`src/logic/hpdmp_pkg.sv`:
```
// Purpose: shared constants and carriers for the port disable / max power bank
// Assumes: byte-wide configuration loader writes offsets 0x2a..0x2d
// Notes: reset values are the built-in defaults used without a valid image
package hpdmp_pkg;
  localparam int unsigned NUM_PORTS = 3;
  localparam logic [7:0] OFS_PORT_DISABLE_SELF = 8'h2a;
  localparam logic [7:0] OFS_PORT_DISABLE_BUS = 8'h2b;
  localparam logic [7:0] OFS_MAX_POWER_SELF = 8'h2c;
  localparam logic [7:0] OFS_MAX_POWER_BUS = 8'h2d;
  localparam logic [7:0] RST_PORT_DISABLE = 8'h30;
  localparam logic [7:0] RST_MAX_POWER_SELF = 8'h01;
  localparam logic [7:0] RST_MAX_POWER_BUS = 8'h00;
  // disable bits 3..1 map to ports 3..1; bit 0 and 7..4 reserved
  localparam logic [7:0] PORT_DISABLE_MASK = 8'h0e;
  localparam int unsigned PORT_BIT_LO = 1;
  localparam int unsigned MAX_POWER_UNIT_MA = 2;
  localparam logic POWER_SELF = 1'b1;

  typedef struct packed {
    logic [7:0] addr;
    logic [7:0] data;
    logic       we;
  } hpdmp_wr_s;

  typedef struct packed {
    logic [NUM_PORTS-1:0] port_en;
    logic [1:0]           port_count;
    logic [7:0]           max_power;
  } hpdmp_cfg_s;
endpackage

```
`src/logic/hpdmp_cfg_bank.sv`:
```
// Purpose: port disable and max power configuration bytes for the hub
// Assumes: loader writes bytes, then pulses load_done_i; power flag is local
// Notes: selected settings are frozen at load done, held until next reset
`timescale 1ns/100ps
module hpdmp_cfg_bank #(
  parameter int unsigned NPORT = hpdmp_pkg::NUM_PORTS
) (
  input wire logic clk_sys_i,
  input wire logic srst_i,
  input wire hpdmp_pkg::hpdmp_wr_s wr_i,
  input wire logic [7:0] rd_addr_i,
  output logic [7:0] rd_data_o,
  input wire logic image_valid_i,
  input wire logic load_done_i,
  input wire logic power_self_i,
  output logic cfg_valid_o,
  output hpdmp_pkg::hpdmp_cfg_s cfg_o,
  output logic [NPORT*2-1:0] port_lnum_o
);
  logic [7:0] pds_q;
  logic [7:0] pdb_q;
  logic [7:0] mps_q;
  logic [7:0] mpb_q;
  logic valid_q;
  hpdmp_pkg::hpdmp_cfg_s cfg_q;
  logic [NPORT*2-1:0] lnum_q;
  logic [7:0] mask_sel;
  logic [NPORT-1:0] en_sel;
  logic [1:0] cnt_sel;
  logic [NPORT*2-1:0] lnum_sel;
  logic wr_ok;

  // writes accepted only before freeze and only with a valid image
  assign wr_ok = wr_i.we && image_valid_i && !valid_q;

  // storage; reserved bits masked on write so a written disable byte reads them as zero
  always_ff @(posedge clk_sys_i) begin
    if (srst_i) begin
      pds_q <= hpdmp_pkg::RST_PORT_DISABLE;
      pdb_q <= hpdmp_pkg::RST_PORT_DISABLE;
      mps_q <= hpdmp_pkg::RST_MAX_POWER_SELF;
      mpb_q <= hpdmp_pkg::RST_MAX_POWER_BUS;
    end else if (wr_ok) begin
      unique case (wr_i.addr)
        hpdmp_pkg::OFS_PORT_DISABLE_SELF: pds_q <= wr_i.data & hpdmp_pkg::PORT_DISABLE_MASK;
        hpdmp_pkg::OFS_PORT_DISABLE_BUS: pdb_q <= wr_i.data & hpdmp_pkg::PORT_DISABLE_MASK;
        hpdmp_pkg::OFS_MAX_POWER_SELF: mps_q <= wr_i.data;
        hpdmp_pkg::OFS_MAX_POWER_BUS: mpb_q <= wr_i.data;
        default: ;
      endcase
    end
  end

  // read back; unmapped offsets return zero
  always_ff @(posedge clk_sys_i) begin
    if (srst_i) begin
      rd_data_o <= 8'h00;
    end else begin
      unique case (rd_addr_i)
        hpdmp_pkg::OFS_PORT_DISABLE_SELF: rd_data_o <= pds_q;
        hpdmp_pkg::OFS_PORT_DISABLE_BUS: rd_data_o <= pdb_q;
        hpdmp_pkg::OFS_MAX_POWER_SELF: rd_data_o <= mps_q;
        hpdmp_pkg::OFS_MAX_POWER_BUS: rd_data_o <= mpb_q;
        default: rd_data_o <= 8'h00;
      endcase
    end
  end

  // mode select; reserved bits cannot leak since only bits 3..1 are used
  assign mask_sel = (power_self_i == hpdmp_pkg::POWER_SELF) ? pds_q : pdb_q;
  assign en_sel = ~mask_sel[hpdmp_pkg::PORT_BIT_LO +: NPORT];

  hpdmp_port_map #(
    .NPORT(NPORT)
  ) hpdmp_port_map_inst (
    .port_en_i(en_sel),
    .count_o(cnt_sel),
    .lnum_o(lnum_sel)
  );

  // freeze at load done so the host sees a stable hub during enumeration
  always_ff @(posedge clk_sys_i) begin
    if (srst_i) begin
      valid_q <= 1'b0;
      cfg_q <= '0;
      lnum_q <= '0;
    end else if (load_done_i && !valid_q) begin
      valid_q <= 1'b1;
      cfg_q.port_en <= en_sel;
      cfg_q.port_count <= cnt_sel;
      cfg_q.max_power <= (power_self_i == hpdmp_pkg::POWER_SELF) ? mps_q : mpb_q;
      lnum_q <= lnum_sel;
    end
  end

  assign cfg_valid_o = valid_q;
  assign cfg_o = cfg_q;
  assign port_lnum_o = lnum_q;

  // the 30h default carries two reserved bits, so only bits neither written nor defaulted must stay 0
  property p_reserved_zero;
    @(posedge clk_sys_i) disable iff (srst_i)
      ((pds_q | pdb_q) &
        ~(hpdmp_pkg::PORT_DISABLE_MASK | hpdmp_pkg::RST_PORT_DISABLE)) == 8'h00;
  endproperty
  a_reserved_zero: assert property (p_reserved_zero) else $error("reserved bit set");

  property p_hold;
    @(posedge clk_sys_i) disable iff (srst_i)
      valid_q |=> $stable(cfg_q) && $stable(lnum_q) && valid_q;
  endproperty
  a_hold: assert property (p_hold) else $error("settings changed after freeze");

  property p_latch_self;
    @(posedge clk_sys_i) disable iff (srst_i)
      (load_done_i && !valid_q && power_self_i) |=>
        cfg_q.max_power == $past(mps_q) && cfg_q.port_en == ~$past(pds_q[3:1]);
  endproperty
  a_latch_self: assert property (p_latch_self) else $error("self settings wrong");

  property p_latch_bus;
    @(posedge clk_sys_i) disable iff (srst_i)
      (load_done_i && !valid_q && !power_self_i) |=>
        cfg_q.max_power == $past(mpb_q) && cfg_q.port_en == ~$past(pdb_q[3:1]);
  endproperty
  a_latch_bus: assert property (p_latch_bus) else $error("bus settings wrong");

  property p_count;
    @(posedge clk_sys_i) disable iff (srst_i)
      valid_q |-> cfg_q.port_count == 2'($countones(cfg_q.port_en));
  endproperty
  a_count: assert property (p_count) else $error("port count mismatch");

  property p_no_image;
    @(posedge clk_sys_i) disable iff (srst_i)
      (wr_i.we && !image_valid_i) |=>
        $stable(pds_q) && $stable(pdb_q) && $stable(mps_q) && $stable(mpb_q);
  endproperty
  a_no_image: assert property (p_no_image) else $error("write without valid image");

  property p_disabled_hidden;
    @(posedge clk_sys_i) disable iff (srst_i)
      (valid_q && !cfg_q.port_en[0]) |-> lnum_q[1:0] == 2'h0;
  endproperty
  a_disabled_hidden: assert property (p_disabled_hidden) else $error("disabled port numbered");

  property p_first_num;
    @(posedge clk_sys_i) disable iff (srst_i)
      (valid_q && cfg_q.port_en[0]) |-> lnum_q[1:0] == 2'h1;
  endproperty
  a_first_num: assert property (p_first_num) else $error("port 1 not numbered one");

  // sync reset restores the built-in bytes and drops any frozen settings
  property p_reset_defaults;
    @(posedge clk_sys_i)
      srst_i |=> pds_q == hpdmp_pkg::RST_PORT_DISABLE &&
        pdb_q == hpdmp_pkg::RST_PORT_DISABLE && mps_q == hpdmp_pkg::RST_MAX_POWER_SELF &&
        mpb_q == hpdmp_pkg::RST_MAX_POWER_BUS && !valid_q;
  endproperty
  a_reset_defaults: assert property (p_reset_defaults) else $error("defaults lost");

  // first done always freezes; nothing shows before that so the host sees no half state
  property p_valid_rise;
    @(posedge clk_sys_i) disable iff (srst_i)
      (load_done_i && !valid_q) |=> valid_q;
  endproperty
  a_valid_rise: assert property (p_valid_rise) else $error("freeze missed");

  property p_pre_freeze;
    @(posedge clk_sys_i) disable iff (srst_i)
      !valid_q |-> (cfg_q == '0) && (lnum_q == '0);
  endproperty
  a_pre_freeze: assert property (p_pre_freeze) else $error("settings shown before freeze");

  // accepted writes land as given, disable bytes with reserved bits cleared
  property p_wr_pds;
    @(posedge clk_sys_i) disable iff (srst_i)
      (wr_ok && wr_i.addr == hpdmp_pkg::OFS_PORT_DISABLE_SELF) |=>
        pds_q == ($past(wr_i.data) & hpdmp_pkg::PORT_DISABLE_MASK);
  endproperty
  a_wr_pds: assert property (p_wr_pds) else $error("self disable write wrong");

  property p_wr_pdb;
    @(posedge clk_sys_i) disable iff (srst_i)
      (wr_ok && wr_i.addr == hpdmp_pkg::OFS_PORT_DISABLE_BUS) |=>
        pdb_q == ($past(wr_i.data) & hpdmp_pkg::PORT_DISABLE_MASK);
  endproperty
  a_wr_pdb: assert property (p_wr_pdb) else $error("bus disable write wrong");

  property p_wr_mps;
    @(posedge clk_sys_i) disable iff (srst_i)
      (wr_ok && wr_i.addr == hpdmp_pkg::OFS_MAX_POWER_SELF) |=>
        mps_q == $past(wr_i.data);
  endproperty
  a_wr_mps: assert property (p_wr_mps) else $error("self power write wrong");

  property p_wr_mpb;
    @(posedge clk_sys_i) disable iff (srst_i)
      (wr_ok && wr_i.addr == hpdmp_pkg::OFS_MAX_POWER_BUS) |=>
        mpb_q == $past(wr_i.data);
  endproperty
  a_wr_mpb: assert property (p_wr_mpb) else $error("bus power write wrong");

  // read data is one cycle behind the offset, so compare with the byte as it stood then
  property p_rd_pds;
    @(posedge clk_sys_i) disable iff (srst_i)
      (rd_addr_i == hpdmp_pkg::OFS_PORT_DISABLE_SELF) |=> rd_data_o == $past(pds_q);
  endproperty
  a_rd_pds: assert property (p_rd_pds) else $error("self disable read wrong");

  property p_rd_pdb;
    @(posedge clk_sys_i) disable iff (srst_i)
      (rd_addr_i == hpdmp_pkg::OFS_PORT_DISABLE_BUS) |=> rd_data_o == $past(pdb_q);
  endproperty
  a_rd_pdb: assert property (p_rd_pdb) else $error("bus disable read wrong");

  property p_rd_mps;
    @(posedge clk_sys_i) disable iff (srst_i)
      (rd_addr_i == hpdmp_pkg::OFS_MAX_POWER_SELF) |=> rd_data_o == $past(mps_q);
  endproperty
  a_rd_mps: assert property (p_rd_mps) else $error("self power read wrong");

  property p_rd_mpb;
    @(posedge clk_sys_i) disable iff (srst_i)
      (rd_addr_i == hpdmp_pkg::OFS_MAX_POWER_BUS) |=> rd_data_o == $past(mpb_q);
  endproperty
  a_rd_mpb: assert property (p_rd_mpb) else $error("bus power read wrong");

  c_self: cover property (@(posedge clk_sys_i) load_done_i && !valid_q && power_self_i);
  c_bus: cover property (@(posedge clk_sys_i) load_done_i && !valid_q && !power_self_i);
  c_write: cover property (@(posedge clk_sys_i) wr_ok);
  c_one_port: cover property (@(posedge clk_sys_i) valid_q && cfg_q.port_count == 2'h1);
  c_no_image: cover property (@(posedge clk_sys_i) wr_i.we && !image_valid_i);
endmodule // hpdmp_cfg_bank

```
`src/logic/hpdmp_port_map.sv`:
```
// Purpose: count enabled ports and give each a contiguous logical number
// Assumes: enable vector bit i is physical port i+1
// Notes: logical number 0 means the port is not visible to the host
`timescale 1ns/100ps
module hpdmp_port_map #(
  parameter int unsigned NPORT = 3
) (
  input wire logic [NPORT-1:0] port_en_i,
  output logic [1:0] count_o,
  output logic [NPORT*2-1:0] lnum_o
);
  // running count renumbers active ports from 1 upward
  always_comb begin
    logic [1:0] cnt;
    cnt = 2'h0;
    lnum_o = '0;
    for (int i = 0; i < NPORT; i++) begin
      if (port_en_i[i]) begin
        cnt = cnt + 2'h1;
        lnum_o[i*2 +: 2] = cnt;
      end
    end
    count_o = cnt;
  end
endmodule // hpdmp_port_map

```
`config.mk`:
```
export PLATFORM = sky130hd
export DESIGN_NAME = hpdmp_cfg_bank
export DESIGN_NICKNAME = d
export VERILOG_FILES = /design/src/logic/hpdmp_pkg.sv /design/src/logic/hpdmp_cfg_bank.sv /design/src/logic/hpdmp_port_map.sv
export SDC_FILE = /design/constraint.sdc
export NUM_CORES = 1
export LEC_CHECK = 0
export ABC_AREA = 1
export BUFFER_PORTS_ARGS = -buffer_cell sky130_fd_sc_hd__buf_2
export CAP_MARGIN = 15
export CELL_PAD_IN_SITES_DETAIL_PLACEMENT = 1
export CELL_PAD_IN_SITES_GLOBAL_PLACEMENT = 2
export CORE_ASPECT_RATIO = 1.75
export CORE_MARGIN = 5
export CORE_UTILIZATION = 31
export DETAILED_ROUTE_END_ITERATION = 10
export GPL_TIMING_DRIVEN = 0
export PLACE_DENSITY_LB_ADDON = 0.1
export SETUP_SLACK_MARGIN = 0.5
export SLEW_MARGIN = 10
export SYNTH_ARGS = -nofsm -noshare
export SYNTH_HDL_FRONTEND = slang
export SYNTH_HIERARCHICAL = 1
export SYNTH_SLANG_ARGS = --single-unit
```
`constraint.sdc`:
```
create_clock -name clk_sys_i -period 4.45 [get_ports clk_sys_i]
set_input_delay 1.1125 -clock clk_sys_i [delete_from_list [all_inputs] [get_ports clk_sys_i]]
set_output_delay 1.1125 -clock clk_sys_i [all_outputs]
set_load 0.02 [all_outputs]
```
==> impl_metrics.tcl <==
set metrics [dict create \
    antenna_found_initial 0 \
    switchingPower_uw 264 \
    routedWlPerCell_um 14.8 \
    port_buffers 56 \
    synth.net_count 381 \
    hold_buffers 0 \
    cpLargestDelayFamily "adder cells" \
    cpMostUsedCell "inv_1" \
    worstPathArrival_ps 2990 \
    finalHoldViolations 0 \
    final_core_util_pct 39.0 \
    drcViolationCount 0 \
    topRoutingLayerUsed "met4" \
    cpPeakStageDelay_ps 580 \
    final_common_cell "nand2_1" \
    drt-initial-drc-count 89 \
    post_cts_buffers 0 \
    vdd_ir_drop_max_v 0.000218 \
    m1WireLength_um 2910 \
    fmax_ghz 0.356 \
    p_per_area_nw_per_um2 336 \
    hp-class "reg -> reg" \
    grt_max_degree 17 \
    setup_viol 0 \
    fp.dieW_um 76.7 \
    first_global_vias 2497 \
    path_buf_inv 5 \
    root_buffer "clkbuf_16" \
    crit_path_end_kind "register" \
    wirelength_um 7410 \
    worstSetupPathType "in -> reg" \
    design.core.area_um2 7570 \
    synth-edff-count 0 \
    synth_cell_types 24 \
    hpwl_um 5750 \
    p_leak_uw 0.00149 \
    ys_seq_area_share_pct 43.1 \
    crit_chain "buf_2 > inv_1 > o21ai_0 > inv_1 > ha_1 > inv_1 > ha_1 > inv_1 > nor2_1 > nor2_1" \
    final.min_clock_period_ps 2810 \
    h-tree-depth 2 \
    comb_power_share_pct 11.9 \
    route.met2.wl_um 4100 \
    layout_common_cells "nand2_1 (79), nor2_1 (65), buf_2 (59)" \
    grtUsageTotal_pct 15.7 \
    period_share_pct 63.0 \
    dr_wl_met3_um 310 \
    maxSlewHeadroom_pct 52.2 \
    drive_gt1_share_pct 20.7 \
    synthToLayoutAreaGrowth_pct 22.2 \
    die_h_um 127 \
    cp.required_ps 4640 \
    worstHoldStart "pds_q[4]" \
    slew_violations 0 \
    grt_pass1_wl_um 12100 \
    clkTransAtPathRegs_ps 70 \
    num_io_pins 58 \
    die-area_um2 9730 \
    diodes 0 \
    clock_path_buffers 2 \
    gp_congestion 0.790 \
    synth_area_um2 2420 \
    drv_cap 0 \
    cp-startpoint "power_self_i" \
    overflow 0 \
    async_flop_share_pct 0 \
    yosys_warnings 6 \
    cp-start-kind "primary input" \
    path_max_fanout 9 \
    cts.sinks 52 \
    swShare_pct 26.6 \
    power_frac_seq_pct 48.9 \
    drtPass1Iterations 5 \
    status "finished, final reports clean" \
    via_per_inst 4.81 \
    row_count 42 \
    cts_resized 0 \
    slowest_stage "o21ai_0" \
    worst_pin_slew_ps 709 \
    p_clk_share_pct 39.2 \
    ant_nets 0 \
    cts_made_buffers 5 \
    netlist_instances 347 \
    ys_seq_elements 52 \
    fin_setup_tns_ps 0 \
    finalClockSkew_ps 5.87 \
    ys.flop_type "dfxtp_1" \
    r2r-start "pds_q[1]" \
    p_int_uw 729 \
    cts_tree "yes" \
    nets 444 \
    grt_setup_unrepaired "no" \
    start_util_pct 31.9 \
    clk_latency_ps 290 \
    syn_area_per_cell_um2 6.96 \
    num_vias 2399 \
]
[area by class of cell]
cell class	count	area, um^2
plain buffers	15	109
well taps	88	110
clock buffers	6	129
repair buffers	56	280
fillers	999	4620
inverters	34	128
multi-input cells	246	1140
flip-flops and latches	52	1040
clock inverters	2	16.3
[cells by family (layout without fill, tap and decap cells)]
kind of cell	Yosys count	after routing	share of synthesized area (%)
fa+ha+maj	4	4	2.07
flops	52	52	43.1
other cells	1	1	0.155
buf+inv	49	113	9.79
simple gates	189	189	34.1
compound gates	52	52	10.8
[worst register-to-register path: cells and delay by family, from the launching register on]
family | cells | cell delay [ps]
adders and majority gates | 2 | 580
buffers and inverters | 3 | 240
DFF | 1 | 330
AOI/OAI and AO/OA | 1 | 580
and+or+nand+nor | 2 | 140
[final timing paths]
check / endpoint / slack [ps] / cells after the start
max: cfg_o[8] / 1640 / 10
min: pds_q[4] / 450 / 2
max reg2reg: cfg_o[8] / 2470 / 8
min reg2reg: pds_q[4] / 450 / 2
[power groups by stage]
stage          Clock (uW)  Combinational, uW  Sequential [uW]
2_1_floorplan           0               52.2              513
3_3_place_gp            0                119              496
3_5_place_dp            0                121              496
4_1_cts               408                121              485
5_1_grt               425                132              487
6_report              389                118              486
[metal layers]
metal,up-vias,track usage [%]
li1,1223,-
met1,1125,16.0
met2,45,30.3
met3,6,3.83
met4,0,4.94
met5,-,0
[metrics by stage]
step                      hold slack [ps]  instances  power (uW)  instance area [um^2]  setup slack (ps)
after global routing                  500        499        1040                  2950              1520
after global placement                440        491         615                  2810              1350
after CTS                             451        499        1010                  2950              1620
after floorplan                       419        347         566                  2420              1820
after detailed placement              437        491         617                  2810              1310
final                                 446        499         993                  2950              1640
[synth_stat cells (2+ instances only)]
cell type  count  share of area [%]
nand3b_1       3               0.93
nand3_2        2               0.83
buf_4          4                1.2
o21ai_0       24                5.0
inv_1         31                4.8
clkinv_1       2               0.31
dfxtp_1       52                 43
nand3_1       33                6.8
a21oi_1       28                5.8
nor2_1        65                 10
buf_2          3               0.62
buf_6          3                1.4
ha_1           4                2.1
nor2_2         3               0.78
nand2_1       79                 12
clkbuf_1       3               0.47
[sequential cells by signal (all words and copies together) (netlist names)]
signal       count
cfg_o           13
cfg_valid_o      1
mpb_q            8
mps_q            8
pdb_q            4
pds_q            4
port_lnum_o      6
rd_data_o        8
Power figures use the tool's default switching activity.
